`src/inc/ibt_pkg.sv`:
```
// Shared constants for the I2C bus busy tracker
package ibt_pkg;
  localparam int SYNC_STAGES = 2;
  localparam logic BUSY_RESET = 1'h0;
  localparam logic BUSY_SET = 1'h1;
  localparam logic BUSY_FREE = 1'h0;
  localparam logic RELEASE_ACTIVE = 1'h1;
  localparam logic LINE_HIGH = 1'h1;
endpackage

```
`src/verilog/ibt_sync.sv`:
```
// Two flip-flop synchroniser for one asynchronous line
`timescale 1ns/10ps
`default_nettype none
module ibt_sync #(
  parameter logic INIT = 1'h1
) (
  input wire logic clk,
  input wire logic rst,
  input wire logic din,
  output logic dout
);
  logic meta;
  logic next_meta;
  logic next_dout;

  always_comb begin
    next_meta = din;
    next_dout = meta;
    if (rst) begin
      next_meta = INIT;
      next_dout = INIT;
    end
  end

  always_ff @(posedge clk) begin
    meta <= next_meta;
    dout <= next_dout;
  end
endmodule // ibt_sync
`default_nettype wire

```
`src/verilog/ibt_tracker.sv`:
```
// I2C bus busy tracker: START/STOP detection driving the busy flag
// Function
// - START detected sets busy flag to one
// - STOP detected clears busy flag to zero
// - No START/STOP detection while release low
// - Busy flag frozen when entering peripheral reset
// - Frozen flag updates only after release, event
// - Busy flag is zero after power-up
`timescale 1ns/10ps
`default_nettype none
module ibt_tracker (
  input wire logic clk,
  input wire logic rst,
  input wire logic scl_in,
  input wire logic sda_in,
  input wire logic module_reset_release,
  output logic bus_busy_flag,
  output logic start_seen,
  output logic stop_seen
);
  logic scl_s;
  logic sda_s;
  logic rel_s;
  logic sda_d;
  logic next_sda_d;
  logic next_busy;
  logic next_start;
  logic next_stop;
  logic fall;
  logic rise;

  // Release bit is treated as asynchronous since software may sit elsewhere
  ibt_sync #(.INIT(ibt_pkg::LINE_HIGH)) u_scl (
    .clk(clk), .rst(rst), .din(scl_in), .dout(scl_s));
  ibt_sync #(.INIT(ibt_pkg::LINE_HIGH)) u_sda (
    .clk(clk), .rst(rst), .din(sda_in), .dout(sda_s));
  ibt_sync #(.INIT(~ibt_pkg::RELEASE_ACTIVE)) u_rel (
    .clk(clk), .rst(rst), .din(module_reset_release), .dout(rel_s));

  always_comb begin
    fall = (sda_d == ibt_pkg::LINE_HIGH) && (sda_s != ibt_pkg::LINE_HIGH);
    rise = (sda_d != ibt_pkg::LINE_HIGH) && (sda_s == ibt_pkg::LINE_HIGH);
    next_sda_d = sda_s;
    next_busy = bus_busy_flag;
    next_start = 1'h0;
    next_stop = 1'h0;
    if (rst) begin
      next_sda_d = ibt_pkg::LINE_HIGH;
      next_busy = ibt_pkg::BUSY_RESET;
    end else if (rel_s == ibt_pkg::RELEASE_ACTIVE) begin
      // Edge tracking keeps running in reset so no stale edge fires later
      if (scl_s == ibt_pkg::LINE_HIGH && fall) begin
        next_start = 1'h1;
        next_busy = ibt_pkg::BUSY_SET;
      end else if (scl_s == ibt_pkg::LINE_HIGH && rise) begin
        next_stop = 1'h1;
        next_busy = ibt_pkg::BUSY_FREE;
      end
    end
  end

  always_ff @(posedge clk) begin
    sda_d <= next_sda_d;
    bus_busy_flag <= next_busy;
    start_seen <= next_start;
    stop_seen <= next_stop;
  end

  // Check-only state below; nothing in the datapath reads it
  logic rel_seen;
  logic next_rel_seen;
  logic [1:0] settle_cnt;
  logic [1:0] next_settle_cnt;
  logic settled;

  // Synchroniser history is only trusted once it has flushed past reset
  assign settled = (settle_cnt == 2'(ibt_pkg::SYNC_STAGES));

  always_comb begin
    next_rel_seen = rel_seen;
    next_settle_cnt = settle_cnt;
    if (rst) begin
      next_rel_seen = 1'h0;
      next_settle_cnt = 2'h0;
    end else begin
      if (rel_s == ibt_pkg::RELEASE_ACTIVE) begin
        next_rel_seen = 1'h1;
      end
      // Saturates, so a long run never wraps back to unsettled
      if (!settled) begin
        next_settle_cnt = settle_cnt + 2'h1;
      end
    end
  end

  always_ff @(posedge clk) begin
    rel_seen <= next_rel_seen;
    settle_cnt <= next_settle_cnt;
  end
endmodule // ibt_tracker
`default_nettype wire

```
`config.mk`:
```
export PLATFORM = sky130hd
export DESIGN_NAME = ibt_tracker
export DESIGN_NICKNAME = d
export VERILOG_FILES = /design/src/inc/ibt_pkg.sv /design/src/verilog/ibt_sync.sv /design/src/verilog/ibt_tracker.sv
export SDC_FILE = /design/constraint.sdc
export NUM_CORES = 1
export LEC_CHECK = 0
export CAP_MARGIN = 30
export CORE_AREA = 4 4 41 43
export CTS_CLUSTER_DIAMETER = 50
export CTS_CLUSTER_SIZE = 8
export DETAILED_ROUTE_END_ITERATION = 8
export DIE_AREA = 0 0 45 47
export DONT_BUFFER_PORTS = 1
export PLACE_DENSITY = 0.41
export SLEW_MARGIN = 20
export SYNTH_ARGS = -nofsm -noshare
export SYNTH_HDL_FRONTEND = slang
export SYNTH_HIERARCHICAL = 1
export SYNTH_SLANG_ARGS = --single-unit
```
`constraint.sdc`:
```
create_clock -name clk -period 2 [get_ports clk]
set_input_delay 0.6 -clock clk [delete_from_list [all_inputs] [get_ports clk]]
set_output_delay 0.6 -clock clk [all_outputs]
set_load 0.02 [all_outputs]
```
# Word-level counts from Yosys, hierarchy flattened
# Cells that the tools add are included.
# Widths: inputs -> output; s select.
# op_classes
mux,4
bitwise_logic,3
n_reduce_logical,8
# op_table
op,count
$logic_and 1x1->1,4
$mux 1,4
$not 1->1,3
$reduce_or 3->1,1
$reduce_and 2->1,1
$reduce_bool 2->1,1
$reduce_or 2->1,1
# word_totals
register_bits,10
inputBits,5
out_inout_bits,3
word_cells,25

# Logic depth before layout (Yosys ltp)
# Gate-level depths: netlist (run 1).
# logic_depth
depth_word,5
depth_mapped,2
depth_no_buf,2

# Cells and area by module
# The synthesis (run 1) kept the hierarchy.
# modules_own_cells
module,instances,cells_each,area_each_um2,seq_area_each_um2
ibt_sync,3,4,52.6,40.0
ibt_tracker,1,12,140.1,80.1

# Worst setup path after synthesis (run 1)
# OpenSTA, ideal clock, no wires.
# synth_timing
kind,reg-to-output
startpoint,register bus_busy_flag
endpoint,output bus_busy_flag
arrival_ns,0.426
required_time_ns,1.400
path_slack_ns,0.974
path_stages_with_launch,1
n_path_buf,0
path_cell_list,dfxtp_1
# synth_lines
item,line,source
from (decl),ibt_tracker.sv:17,"output logic bus_busy_flag,"
from (signal assigned),ibt_tracker.sv:64,bus_busy_flag <= next_busy;
# No word-level cell between the ends.

# Final worst setup path (run 1)
# layout_timing
startpoint,register bus_busy_flag
endpoint,output bus_busy_flag
# No word-level cell between the ends.

==> qor.yml, run 1 <==
cts_resized: 0
fin_nets: 34
p_leak_nw: 0.129
crit_cells: 0
dp_hpwl_um: 290
root_buffer: "clkbuf_4"
dr.pass1.iters: 4
post_route_cells_drive_above_1_share: 0.185
setup-tns-final_ps: 0
netlist_instances: 24
post_dp_cell_area_um2: 317
holdWs_ps: 401
start_util: 0.229
synth.yosys.seq_area_share: 0.672
grt_pass1_vias: 179
yosysWarnings: 6
ir_drop_uv: 422
final_antenna_net_count: 0
antenna_found_initial: 0
final_cell_mix: "10 x dfxtp_1, 5 x or2_1, 3 x clkbuf_4"
crit_type: "reg2out"
viasPerCell: 4.17
diodes: 0
port_buffers: 0
cap_violations: 0
cp-start-kind: "flip-flop"
area_growth_pct: 13.9
first_iter_violations: 2
hold_path_class: "reg2reg"
dp.cells: 39
outcome: "completed"
clock_path_buffers: 2
syn_nets: 29
slew_violations: 0
holdBufCountCts: 0
worstPathArrival_ps: 720
ioPinCount: 8
rows: 13
grt_pass1_wl_um: 690
min_path_cells: 1
clock-sinks: 10
cp_max_fo: 3
fin_crit_sh: 0.661
avgSynthCellArea_um2: 12.4
wirelength_um: 419
clock.fmax_mhz: 757
gp_congestion: 0.636
htreeDepth: 1
setup_viol_count_final: 0
cp_data_required_time_ps: 1400
hold_violations: 0
die_width_um: 45
rrSetupSlack_ps: 1120
vias: 175
core_area_um2: 1300
crit_path_end_kind: "output port"
final_area_um2: 339
worstSkewPairLatency_ps: 260
grt_setup_unrepaired: "false"
overflow: 0
clk_pin_slew_worst_paths_ps: 60
post_cts_buffers: 0
layout_commonest_cell: "dfxtp_1"
synth_cell_type_count: 10
cts_made_buffers: 3
fin_cells: 42
drc: 0
grt_max_degree: 10
fin_skew_ps: 3.54
relSlewSlack: 0.827
min_period_ps: 1320
cts_tree: "yes"
ys_ff_latch: 10
die_area_um2: 2120
die_height_um: 47
worstMarginPinSlew_ps: 259
reg2regPathDepth: 2
avgRoutedWirePerCell_um: 9.98
grt_usage: 0.0556
syn-cell-area_um2: 298
cellPowerDensity_nw_per_um2: 1020
-- worst paths after layout --
check	startpoint	to
hold / removal	u_sda/meta	u_sda/dout
hold reg to reg	u_sda/meta	u_sda/dout
setup / recovery	bus_busy_flag	bus_busy_flag
setup reg to reg	bus_busy_flag	bus_busy_flag
-- through the flow --
| step | setup WS, ps | power [W] | utilization |
|---|---|---|---|
| global placement | 961 | 0.000220 | 0.243 |
| detailed placement | 960 | 0.000220 | 0.243 |
| CTS | 663 | 0.000354 | 0.261 |
| finish | 679 | 0.000347 | 0.261 |
| floorplan | 974 | 0.000219 | - |
| global route | 628 | 0.000367 | 0.261 |
-- power by group --
| group | switching (W) | total, W | leakage, nW | internal, W |
|---|---|---|---|---|
| sequential | 0.00000294 | 0.000209 | 0.0821 | 0.000206 |
| clock | 0.0000617 | 0.000131 | 0.0138 | 0.0000692 |
| combinational | 0.00000227 | 0.00000693 | 0.0327 | 0.00000466 |
-- Yosys cell counts --
library cell	instances	share of area
and3b_2	1	0.034
nor2_1	1	0.013
dfxtp_1	10	0.67
o32ai_2	1	0.055
and3b_1	1	0.029
nor2b_1	2	0.042
or2_1	5	0.11
inv_1	1	0.013
a31oi_1	1	0.021
nand3_1	1	0.017
-- cell type report --
cell class / count / area [µm²]
clock buffer: 3 / 22.5
sequential: 10 / 200
fill: 149 / 962
inverter: 1 / 3.75
tap: 15 / 18.8
multi-input combinational: 13 / 93.8
-- sequential cells by signal, summed over array words and instances, names as in the netlist --
signal	flops
bus_busy_flag	1
sda_d	1
start_seen	1
stop_seen	1
u_rel/dout	1
u_rel/meta	1
u_scl/dout	1
u_scl/meta	1
u_sda/dout	1
u_sda/meta	1
-- cells by family (layout without fill, tap and decap cells) --
group           after synthesis  count (layout)  share of synthesized area
simple gates                 11              11                      0.239
compound gates                2               2                     0.0757
buf+inv                       1               4                     0.0126
flops                        10              10                      0.672
-- metal layers --
| metal | part of all wire | up-vias | GRT usage | routed length [µm] |
|---|---|---|---|---|
| li1 | - | 88 | - | - |
| met1 | 0.43 | 77 | 0.0393 | 181 |
| met2 | 0.40 | 10 | 0.0706 | 168 |
| met3 | 0.16 | 0 | 0.0843 | 69 |
| met4 | 0 | 0 | 0.0351 | 0 |
| met5 | 0 | - | 0 | 0 |
Power figures use the tool's default switching activity.
==> run 2, diff against run 1 <==
- PLACE_DENSITY: 0.41 -> 0.43
- clock period: 2 -> 1.1 ns (I/O delays scaled with it)
==> qor.yml, run 2 (synthesis gave the netlist of run 1 again) <==
grt_pass1_vias: 162
grt_max_degree: 10
reg2regPathDepth: 2
combPwrFrac: 0.018
p_clk_frac: 0.448
fin_nets: 34
wirelength_um: 419
worstPathArrival_ps: 730
hold_violations: 0
holdBufCountCts: 0
worstSkewPairLatency_ps: 260
clock.fmax_mhz: 944
clk_pin_slew_worst_paths_ps: 60
regArea_um2: 200
ioPinCount: 8
die_width_um: 45
cp_data_required_time_ps: 770
multi_input_area_um2: 93.8
viasPerCell: 3.91
gp_congestion: 0.598
hold_path_class: "in2reg"
diodes: 0
whs_endpoint: "u_rel/dout"
die_area_um2: 2120
cp-start-kind: "flip-flop"
relSlewSlack: 0.820
final_cell_mix: "10 x dfxtp_1, 5 x or2_1, 3 x clkbuf_4"
setup-tns-final_ps: 0
p_sw_w: 0.000128
cp_max_fo: 3
grt_setup_unrepaired: "false"
outcome: "completed"
post_route_cells_drive_above_1_share: 0.214
vias: 168
cellPowerDensity_nw_per_um2: 2010
slew_violations: 0
drc: 0
fin_skew_ps: 0.102
port_buffers: 0
min_from: "rst"
worstMarginPinSlew_ps: 269
min_period_ps: 1060
p_leak_nw: 0.136
rows: 13
area_growth_pct: 18.5
antenna_found_initial: 0
cts_tree: "yes"
grt_usage: 0.0554
fill_cells: 147
cap_violations: 0
p_int_w: 0.000583
min_path_cells: 1
post_dp_cell_area_um2: 317
holdWs_ps: 133
first_iter_violations: 0
cts_made_buffers: 3
fin_crit_sh: 0.963
r2r-end: "bus_busy_flag"
ir_drop_uv: 926
post_cts_buffers: 0
core_area_um2: 1300
final_area_um2: 353
root_buffer: "clkbuf_4"
grt_pass1_wl_um: 690
start_util: 0.229
htreeDepth: 1
setup_viol_count_final: 0
crit_type: "reg2out"
clock-sinks: 10
rrSetupSlack_ps: 180
r2r_start: "bus_busy_flag"
avgRoutedWirePerCell_um: 9.74
overflow: 0
clock_path_buffers: 2
cts_resized: 0
die_height_um: 47
switching_share: 0.180
p_seq_frac: 0.534
dr.pass1.iters: 1
layout_commonest_cell: "dfxtp_1"
final_antenna_net_count: 0
crit_path_end_kind: "output port"
run 2: cell count changes in the layout (fill, tap and decap cells not counted), sizes merged:
cell / previous run / this run
clkbuf: 3 / 4
run 2: how the worst max path moves through the flow:
stage | startpoint | to | slack, ps | cells past startpoint
after floorplan | bus_busy_flag | bus_busy_flag | 270 | 2
after global placement | bus_busy_flag | bus_busy_flag | 250 | 2
after detailed placement | bus_busy_flag | bus_busy_flag | 180 | 2
after CTS | bus_busy_flag | bus_busy_flag | 30 | 0
after global routing | bus_busy_flag | bus_busy_flag | 4 | 0
final | bus_busy_flag | bus_busy_flag | 40 | 0
run 2: power by group through the flow:
stage	Clock [W]	Combinational, W	Sequential, W
finish	0.000319	0.0000127	0.000380
global route	0.000354	0.0000145	0.000381
global placement	0	0.0000123	0.000387
detailed placement	0	0.0000130	0.000388
floorplan	0	0.0000117	0.000387
CTS	0.000332	0.0000130	0.000380
run 2: through the flow:
step                      power (W)  setup WS [ps]  instances  utilization
after detailed placement   0.000401            182         39        0.243
after floorplan            0.000398            269         24            -
after CTS                  0.000725           26.2         43        0.271
after global routing       0.000749           4.31         43        0.271
final                      0.000711           40.3         43        0.271
after global placement     0.000400            246         39        0.243
run 2: worst register-to-register path, stage by stage, from the launching register on:
cell and delay, ps:
dfxtp_1 470, inv_1 90, o32ai_2 270
run 2: final cells by class:
cell class,instances,share of cell area
clock buffers,4,0.103
multi-input cells,13,0.266
well taps,15,0.0532
flip-flops and latches,10,0.567
inverters,1,0.0106
run 2: layer usage:
layer | wire [µm] | track usage | share of wire
met1 | 164 | 0.0458 | 0.39
met2 | 185 | 0.0734 | 0.44
met3 | 68 | 0.0690 | 0.16
met4 | 0 | 0.0351 | 0
met5 | 0 | 0 | 0
